File: src/verilog/lane_test_map.svh
// constants of the lane pattern generator and checker
// What this block does
// - each slip rising edge moves boundary one bit
// - bit-slip mode sends 40-bit commas first
// - slip while misaligned, then flag alignment valid
// - after alignment send counter, start checking
// - bit-slip checker flags counter word mismatch
// - lane held in reset at start-up
// - 64b/66b counter payload is 64 bits wide
// - 64b/66b first sends start block, header 10
// - lock and ready: counter or PRBS with header 01
// - 64b/66b checker flags sequence mismatch
// - checker ignores words until valid indicated
// - 64b/66b payload counter or PRBS-31
// - generator and checker on system clock, at lane clock edges
// - bit-slip counter is 40 bits wide
// - aligner compares words with comma value
// - generator runs on tx ready, init, start
// - checker runs on rx ready, init, start
`ifndef LANE_TEST_MAP_SVH
`define LANE_TEST_MAP_SVH

// register byte offsets
`define LT_ADDR_CTRL 4'h0
`define LT_ADDR_STATUS 4'h4
`define LT_ADDR_WORDS 4'h8
`define LT_ADDR_ERRS 4'hC

// control register bit positions and reset value
`define LT_CTRL_START 0
`define LT_CTRL_MODE 1
`define LT_CTRL_PRBS 2
`define LT_CTRL_LANE_ON 3
`define LT_CTRL_RST 4'h0

// pattern values
`define LT_COMMA_WORD 40'hC14FAC14FA
`define LT_SOS_BLOCK 64'h7800000000000000
`define LT_HDR_CTRL 2'h2
`define LT_HDR_DATA 2'h1
// the step works on the top 31 bits of each word, so a seed with
// those bits all zero would leave the pattern stuck at zero
`define LT_PRBS_SEED 64'hFFFFFFFFFFFFFFFF

// slip timing counts, in received words
`define LT_SLIP_HOLD_WORDS 4
`define LT_SLIP_SETTLE_WORDS 8

`endif

File: src/verilog/lane_test_pkg.sv
// types shared by the lane pattern generator and checker
package lane_test_pkg;

    // one lane word: sync header and 64-bit payload
    typedef struct packed {
        logic [1:0] hdr;
        logic [63:0] data;
    } lane_word_s;

    // pattern mode
    typedef enum logic {
        MODE_BIT_SLIP = 1'b0,
        MODE_64B66B = 1'b1
    } lane_mode_e;

    // aligner states, gray coded from hunt through slip to settle
    typedef enum logic [1:0] {
        AL_HUNT = 2'b00,
        AL_SLIP = 2'b01,
        AL_SETTLE = 2'b11,
        AL_ALIGNED = 2'b10
    } align_state_e;

    // status register layout
    typedef struct packed {
        logic [22:0] zero;
        logic init_done;
        logic rx_idle;
        logic block_lock;
        logic rx_ready;
        logic tx_ready;
        logic error;
        logic chk_run;
        logic gen_run;
        logic aligned;
    } lane_status_s;

endpackage

File: src/verilog/lane_pattern_gen_check.sv
// lane loopback pattern generator, aligner and checker
`timescale 1ns/100ps
`include "lane_test_map.svh"

module lane_pattern_gen_check
    import lane_test_pkg::*;
#(
    parameter int SLIP_HOLD = `LT_SLIP_HOLD_WORDS,
    parameter int SLIP_SETTLE = `LT_SLIP_SETTLE_WORDS
) (
    // clock and synchronous reset
    input wire logic i_clk_sys,
    input wire logic i_resetn,
    // register port
    input wire logic [3:0] i_addr,
    input wire logic [31:0] i_wdata,
    input wire logic i_wr,
    input wire logic i_rd,
    output logic [31:0] o_rdata,
    // device level
    input wire logic i_device_init_done,
    // lane status and clocks
    input wire logic i_tx_regional_clock,
    input wire logic i_rx_regional_clock,
    input wire logic i_tx_path_ready,
    input wire logic i_rx_path_ready,
    input wire logic i_rx_word_valid,
    input wire logic i_rx_electrical_idle,
    input wire logic i_rx_block_lock,
    // lane data
    input wire lane_word_s i_rx_word,
    output lane_word_s o_tx_word,
    // lane control
    output logic o_lane_slip_request,
    output logic o_coding_layer_reset_n,
    output logic o_serdes_reset_n,
    // summary flags
    output logic o_aligned,
    output logic o_error
);

    // refuse counts the 8-bit slip counter cannot hold
    if (SLIP_HOLD < 1 || SLIP_HOLD > 255 ||
        SLIP_SETTLE < 1 || SLIP_SETTLE > 255) begin : g_bad_slip
        $error("slip counts must lie in 1..255");
    end

    localparam logic [7:0] HOLD_LAST = 8'(SLIP_HOLD - 1);
    localparam logic [7:0] SETTLE_LAST = 8'(SLIP_SETTLE - 1);

    // self-synchronising PRBS-31 step: x^31 + x^28 + 1, bit 0 first
    function automatic logic [63:0] prbs_adv(input logic [63:0] w);
        logic [127:0] s;
        s = {64'h0, w};
        for (int i = 64; i < 128; i++) begin
            s[i] = s[i-31] ^ s[i-28];
        end
        return s[127:64];
    endfunction

    // control register and host access
    logic [3:0] ctrl_r; // start, mode, prbs, lane release
    logic [31:0] words_r; // words checked
    logic [31:0] errs_r; // mismatching words
    lane_status_s status; // live status view

    // two-stage synchronisers for every lane and device input
    logic [7:0] flag_s1_r; // first stage, read only by stage two
    logic [7:0] flag_s2_r; // synchronised flags
    lane_word_s rxw_s1_r; // first stage of receive word
    lane_word_s rxw_s2_r; // synchronised receive word
    logic tx_clk_prev_r; // last seen transmit clock level
    logic rx_clk_prev_r; // last seen receive clock level

    // decoded synchronised inputs
    logic tx_clk_q, rx_clk_q, tx_rdy_q, rx_rdy_q;
    logic rx_val_q, rx_idle_q, lock_q, init_q;
    logic tx_fall, rx_fall;
    lane_mode_e mode;

    // run enables for generator and checker
    logic gen_run_r;
    logic chk_run_r;

    // aligner
    align_state_e al_state_r;
    logic [7:0] al_cnt_r;
    logic aligned_r;

    // generator
    logic [63:0] gen_cnt_r;
    logic [63:0] gen_prbs_r;

    // checker
    logic [63:0] last_r;
    logic seeded_r;
    logic err_r;
    logic chk_word;
    logic [63:0] expect_w;
    logic word_bad;

    // synchronise flags, clocks and data before any logic sees them
    always_ff @(posedge i_clk_sys) begin
        if (!i_resetn) begin
            flag_s1_r <= 8'h00;
            flag_s2_r <= 8'h00;
            rxw_s1_r <= '0;
            rxw_s2_r <= '0;
        end else begin
            flag_s1_r <= {i_tx_regional_clock, i_rx_regional_clock,
                          i_tx_path_ready, i_rx_path_ready,
                          i_rx_word_valid, i_rx_electrical_idle,
                          i_rx_block_lock, i_device_init_done};
            flag_s2_r <= flag_s1_r;
            rxw_s1_r <= i_rx_word;
            rxw_s2_r <= rxw_s1_r;
        end
    end

    assign {tx_clk_q, rx_clk_q, tx_rdy_q, rx_rdy_q,
            rx_val_q, rx_idle_q, lock_q, init_q} = flag_s2_r;
    assign mode = lane_mode_e'(ctrl_r[`LT_CTRL_MODE]);

    // remember the lane clock levels to find their edges
    always_ff @(posedge i_clk_sys) begin
        if (!i_resetn) begin
            tx_clk_prev_r <= 1'b0;
            rx_clk_prev_r <= 1'b0;
        end else begin
            tx_clk_prev_r <= tx_clk_q;
            rx_clk_prev_r <= rx_clk_q;
        end
    end

    // act on falling lane clock edges: mid-period, away from the
    // rising edge where the lane launches and takes its words
    assign tx_fall = tx_clk_prev_r & ~tx_clk_q;
    assign rx_fall = rx_clk_prev_r & ~rx_clk_q;

    // host register writes
    always_ff @(posedge i_clk_sys) begin
        if (!i_resetn) begin
            ctrl_r <= `LT_CTRL_RST;
        end else if (i_wr && i_addr == `LT_ADDR_CTRL) begin
            ctrl_r <= i_wdata[3:0];
        end
    end

    // lane resets stay asserted from start-up until software
    // releases them; both reset inputs of the lane follow one bit
    always_ff @(posedge i_clk_sys) begin
        if (!i_resetn) begin
            o_coding_layer_reset_n <= 1'b0;
            o_serdes_reset_n <= 1'b0;
        end else begin
            o_coding_layer_reset_n <= ctrl_r[`LT_CTRL_LANE_ON];
            o_serdes_reset_n <= ctrl_r[`LT_CTRL_LANE_ON];
        end
    end

    // generator and checker leave reset only once their lane side,
    // the device and the host start command all agree
    always_ff @(posedge i_clk_sys) begin
        if (!i_resetn) begin
            gen_run_r <= 1'b0;
            chk_run_r <= 1'b0;
        end else begin
            gen_run_r <= ctrl_r[`LT_CTRL_START] & init_q & tx_rdy_q
                         & o_coding_layer_reset_n;
            chk_run_r <= ctrl_r[`LT_CTRL_START] & init_q & rx_rdy_q
                         & o_coding_layer_reset_n;
        end
    end

    // aligner: slip until a comma is framed, then hold alignment
    always_ff @(posedge i_clk_sys) begin
        if (!i_resetn || !chk_run_r || mode != MODE_BIT_SLIP) begin
            al_state_r <= AL_HUNT;
            al_cnt_r <= 8'h00;
        end else if (rx_fall && rx_val_q) begin
            case (al_state_r)
                AL_HUNT: begin
                    // compare the low 40 data bits of the word with the comma
                    if (rxw_s2_r.data[39:0] == `LT_COMMA_WORD) begin
                        al_state_r <= AL_ALIGNED;
                    end else begin
                        al_state_r <= AL_SLIP;
                    end
                    al_cnt_r <= 8'h00;
                end
                AL_SLIP: begin
                    // hold the slip request high for a few words
                    if (al_cnt_r == HOLD_LAST) begin
                        al_state_r <= AL_SETTLE;
                        al_cnt_r <= 8'h00;
                    end else begin
                        al_cnt_r <= al_cnt_r + 8'h01;
                    end
                end
                AL_SETTLE: begin
                    // low again so the next request is a new edge
                    if (al_cnt_r == SETTLE_LAST) begin
                        al_state_r <= AL_HUNT;
                        al_cnt_r <= 8'h00;
                    end else begin
                        al_cnt_r <= al_cnt_r + 8'h01;
                    end
                end
                AL_ALIGNED: begin
                    al_state_r <= AL_ALIGNED;
                end
                default: begin
                    al_state_r <= AL_HUNT;
                end
            endcase
        end
    end

    // slip pin and alignment flag, one flip-flop each
    always_ff @(posedge i_clk_sys) begin
        if (!i_resetn) begin
            o_lane_slip_request <= 1'b0;
            aligned_r <= 1'b0;
        end else begin
            // each high phase gives the lane one rising edge
            o_lane_slip_request <= (al_state_r == AL_SLIP);
            if (mode == MODE_BIT_SLIP) begin
                aligned_r <= (al_state_r == AL_ALIGNED);
            end else begin
                aligned_r <= chk_run_r & lock_q & rx_rdy_q;
            end
        end
    end

    // generator: preamble until aligned or locked, then payload
    always_ff @(posedge i_clk_sys) begin
        if (!i_resetn || !gen_run_r) begin
            o_tx_word <= '0;
            gen_cnt_r <= 64'h0;
            gen_prbs_r <= `LT_PRBS_SEED;
        end else if (tx_fall) begin
            if (mode == MODE_BIT_SLIP) begin
                o_tx_word.hdr <= 2'h0;
                if (aligned_r) begin
                    // 40-bit counter in the low lanes
                    o_tx_word.data <= {24'h0, gen_cnt_r[39:0]};
                    gen_cnt_r <= {24'h0, gen_cnt_r[39:0] + 40'h1};
                end else begin
                    o_tx_word.data <= {24'h0, `LT_COMMA_WORD};
                end
            end else if (lock_q && rx_rdy_q) begin
                o_tx_word.hdr <= `LT_HDR_DATA;
                if (ctrl_r[`LT_CTRL_PRBS]) begin
                    o_tx_word.data <= gen_prbs_r;
                    gen_prbs_r <= prbs_adv(gen_prbs_r);
                end else begin
                    o_tx_word.data <= gen_cnt_r;
                    gen_cnt_r <= gen_cnt_r + 64'h1;
                end
            end else begin
                o_tx_word.hdr <= `LT_HDR_CTRL;
                o_tx_word.data <= `LT_SOS_BLOCK;
            end
        end
    end

    // which received words the checker looks at
    always_comb begin
        chk_word = 1'b0;
        if (rx_fall && rx_val_q && chk_run_r) begin
            if (mode == MODE_BIT_SLIP) begin
                // commas still in flight after alignment are skipped
                chk_word = aligned_r &&
                    rxw_s2_r.data[39:0] != `LT_COMMA_WORD;
            end else begin
                // control blocks carry no payload
                chk_word = rxw_s2_r.hdr != `LT_HDR_CTRL;
            end
        end
    end

    // next value predicted from the last received word
    always_comb begin
        expect_w = last_r + 64'h1;
        word_bad = 1'b0;
        if (mode == MODE_BIT_SLIP) begin
            expect_w = {24'h0, last_r[39:0] + 40'h1};
            word_bad = rxw_s2_r.data[39:0] != expect_w[39:0];
        end else begin
            if (ctrl_r[`LT_CTRL_PRBS]) begin
                expect_w = prbs_adv(last_r);
            end
            word_bad = rxw_s2_r.hdr != `LT_HDR_DATA ||
                       rxw_s2_r.data != expect_w;
        end
    end

    // checker: seed from the first word, then compare each word
    always_ff @(posedge i_clk_sys) begin
        if (!i_resetn || !chk_run_r) begin
            last_r <= 64'h0;
            seeded_r <= 1'b0;
            err_r <= 1'b0;
            words_r <= 32'h0;
            errs_r <= 32'h0;
        end else if (chk_word) begin
            last_r <= rxw_s2_r.data;
            seeded_r <= 1'b1;
            if (seeded_r) begin
                words_r <= words_r + 32'h1;
                if (word_bad) begin
                    err_r <= 1'b1;
                    errs_r <= errs_r + 32'h1;
                end
            end
        end
    end

    // summary outputs from flip-flops
    always_ff @(posedge i_clk_sys) begin
        if (!i_resetn) begin
            o_aligned <= 1'b0;
            o_error <= 1'b0;
        end else begin
            o_aligned <= aligned_r;
            o_error <= err_r;
        end
    end

    // live status view; idle flag is only observed
    always_comb begin
        status = '0;
        status.aligned = aligned_r;
        status.gen_run = gen_run_r;
        status.chk_run = chk_run_r;
        status.error = err_r;
        status.tx_ready = tx_rdy_q;
        status.rx_ready = rx_rdy_q;
        status.block_lock = lock_q;
        status.rx_idle = rx_idle_q;
        status.init_done = init_q;
    end

    // read data stands in the cycle after the strobe only
    always_ff @(posedge i_clk_sys) begin
        if (!i_resetn || !i_rd) begin
            o_rdata <= 32'h0;
        end else begin
            case (i_addr)
                `LT_ADDR_CTRL: o_rdata <= {28'h0, ctrl_r};
                `LT_ADDR_STATUS: o_rdata <= status;
                `LT_ADDR_WORDS: o_rdata <= words_r;
                `LT_ADDR_ERRS: o_rdata <= errs_r;
                default: o_rdata <= 32'h0;
            endcase
        end
    end

endmodule

File: config.mk
export PLATFORM = sky130hd
export DESIGN_NAME = lane_pattern_gen_check
export DESIGN_NICKNAME = d
export VERILOG_FILES = /design/src/verilog/lane_test_pkg.sv /design/src/verilog/lane_pattern_gen_check.sv
export VERILOG_INCLUDE_DIRS = /design/src /design/src/verilog
export SDC_FILE = /design/constraint.sdc
export NUM_CORES = 1
export LEC_CHECK = 0
export BUFFER_PORTS_ARGS = -buffer_cell sky130_fd_sc_hd__buf_2
export CAP_MARGIN = 20
export CORE_ASPECT_RATIO = 1.4
export CORE_MARGIN = 1
export CORE_UTILIZATION = 45
export CTS_CLUSTER_SIZE = 24
export DETAILED_ROUTE_END_ITERATION = 12
export PLACE_DENSITY = 0.64
export SYNTH_ARGS = -nofsm -noshare
export SYNTH_HDL_FRONTEND = slang
export SYNTH_SLANG_ARGS = --single-unit
File: constraint.sdc
create_clock -name i_clk_sys -period 7.8 [get_ports i_clk_sys]
set_input_delay 2.34 -clock i_clk_sys [delete_from_list [all_inputs] [get_ports i_clk_sys]]
set_output_delay 2.34 -clock i_clk_sys [all_outputs]
set_load 0.03 [all_outputs]
==> results.md <==
* M1 GR Usage at 0.3230
* Pre-CTS setup slack at 2456 ps
* Post-CTS Setup Inserts at 0
* Layout cell share with drive strength beyond 1 at 0.1283
* Synth unique cells at 91
* Main area contributors after synthesis: dfxtp_1, xnor2_1, xor2_1, nor2_1, and2_1
* Tot GR Track Use at 0.2842
* Post-synth EDFFs at 0
* DRT Pass-1 Iters at 6
* WL per Instance at 22.39 um
* Clk sinks at 527
* Top-count cell post-synth: dfxtp_1
* Sequential share of power at 0.491
* Critical path endpoint category: flop
* Global route hottest layer: met2
* Final #Nets at 3053
* Port bufs at 188
* Synth top area share at 0.4154
* Combinational power share at 0.031
* Final Setup Violations at 0
* Worst VDD drop at 0.1637 mV
* Yosys top cell by area: dfxtp_1
* Filler cell count at 5226
* PnR worst setup slack at 2386 ps
* Pwr dens at 197.9 mW/mm^2
* Vias in the first global route at 21050
* Min cycle time layout at 5414 ps
* Worst-Skew Late Latency at 620 ps
* Ys async rst share at 0
* Worst hold path class: flop to flop
* Worst-case clock skew at 49.59 ps
* Highest Clock Rate at 0.1847 GHz
* CTS tree: built
* Synth Flop Type: dfxtp_1
* Startpoint Class: flop
* Row cnt at 102
* Largest net degree at the start of global routing at 135
* Rel. slew slack at 0.2837
* I/O pins at 217
* Area Growth Syn to Fin at 12.02%
* Vias per cell at 5.758
* Inserted Diodes at 0
* Met2 Resource Use GR at 0.4974
* Status: complete, no violations
* Hold path cells at 1
* Worst-Margin Slew at 1071 ps
* Critical path arrival at 5930 ps
* Core Region at 0.05552 mm^2
* Initial antenna violation count at 3
* Die Height at 283.1 um
* Remaining antenna violation count at 0
* FF+latch count, synth at 527
* Pint at 4.402 mW
* Final period util at 0.6941
* DR iter-0 viols at 1645
* Post-synthesis sequential area ratio at 0.4154
* Setup_tns at 0 ps
* Final core occ at 0.5125
* DP Wirelength at 60370 um
* Residual DRC count at 0
* Mapped Area at 0.02540 mm^2
* Mapped Nets at 3021
* Non-filler cells, final at 3698
* Max Slew Vio Count at 0
* Die W at 202.8 um
* Hold buffers post-CTS at 0
* CP startpoint: last_r[25]
* Num CTS Buffers at 51
* Max_cap viols at 0
* Total wire length at 82800 um
* Syn Inst Count at 2898
* Hold Violations, Final at 0
* Final Wtd Congestion at 0.9885
* M3 GR Usage at 0.03865
* Critical Path RT at 8320 ps
* Root Driver: clkbuf_16
* H-tree Lvls at 2
* Initial Utilization at 0.4575
* Yosys warns at 0
* Clock transition at the registers of the reported paths at 70 ps
* Switching part of the total power at 0.2182
* Post_cts resized at 0
* Reg-to-reg startpoint: last_r[25]
* GRT overflow at 0
* Crit Path Class: flop to flop
* Clock group share of total power at 0.478
* Register-to-Register Path Depth at 11
* Crit path max fanout at 31
* HP Start: rxw_s1_r[31]
* Post-synth top cells: dfxtp_1, nor2_1, xnor2_1, nand2_1, clkbuf_1
* Placed cell area at 0.02653 mm^2
* Mean post-synth cell area at 8.764 um^2
* Placed Cells at 3603
* Die area at 0.05741 mm^2
* Max clock buf depth at 3
* NetSw at 1.229 mW
* Vias post-DR at 21290
* Unrepaired setup endpoints after global routing: false
* Final instance area at 0.02845 mm^2
* Leakage power at 10.37 nW
* First-pass GRT wire length at 125800 um
-- critical path, cell delays in order, from the launching register on --
cell,delay [ps]
dfxtp_1,760
nand4_1,200
nor4_1,880
nand2_1,440
xnor2_1,350
xnor2_1,170
nand4_1,200
or4b_1,610
o31ai_1,790
a21o_2,560
o31ai_1,180
a21oi_1,160
-- power groups by stage --
stage / logic, mW / registers (mW) / clock network (mW)
2_1_floorplan: 0.114 / 2.80 / 0
3_3_place_gp: 0.169 / 2.83 / 0
3_5_place_dp: 0.171 / 2.83 / 0
4_1_cts: 0.172 / 2.77 / 2.75
5_1_grt: 0.188 / 2.77 / 2.86
6_report: 0.173 / 2.77 / 2.69
-- worst paths after layout --
check | slack (ps) | end
worst max-delay path | 2390 | errs_r[29]
worst min-delay path | 430 | rxw_s2_r[31]
worst max register to register | 2390 | errs_r[29]
worst min register to register | 430 | rxw_s2_r[31]
-- layer usage --
metal | share of wire | vias to the layer above
met2 | 0.49 | 677
met3 | 0.046 | 240
met5 | 0.00058 | -
li1 | - | 10170
met1 | 0.39 | 10200
met4 | 0.067 | 6
-- area by class of cell --
cell class	count	area (um^2)	share of cell area
Clock inverter	28	401.6	0.01412
Tap cell	728	910.9	0.03202
Inverter	46	172.7	0.006069
Sequential cell	527	10550	0.3710
Timing Repair Buffer	216	1194	0.04196
Multi-Input combinational cell	2088	13760	0.4835
Clock buffer	65	1460	0.05132
-- layout by cell type (no fill, tap or decap), types with 56 or more instances in the layout --
cell type	Yosys	layout
a21oi_1	105	104
and2_1	171	170
and3_1	57	57
buf_2	16	187
dfxtp_1	527	526
mux2i_1	102	102
nand2_1	199	196
nand3_1	77	77
nand4_1	83	83
nor2_1	313	313
nor3_1	56	56
o211ai_1	72	72
o21ai_0	68	67
xnor2_1	222	222
xor2_1	135	135
-- sequential cells by signal, indices dropped and copies added (netlist names), 64 cells and up --
| register | count |
|---|---|
| last_r | 64 |
| o_tx_word | 66 |
| gen_cnt_r | 64 |
| rxw_s1_r | 66 |
| rxw_s2_r | 66 |
| gen_prbs_r | 64 |
-- stage by stage --
stage / hold WS [ps] / power, mW
floorplan: 408.8 / 2.916
global placement: 413.8 / 2.995
detailed placement: 418.5 / 2.996
CTS: 430.5 / 5.687
global route: 440.8 / 5.812
finish: 426.6 / 5.631
-- kinds of logic after synthesis --
logic type / share of synthesized area
and+or+nand+nor: 0.2356
DFF: 0.4154
AOI/OAI and AO/OA: 0.1181
xor gates and xnor gates: 0.1238
buffers and inverters: 0.04429
muxes: 0.05838
adders and majority gates: 0.004434
No activity file was read; power rests on OpenSTA's default activity.
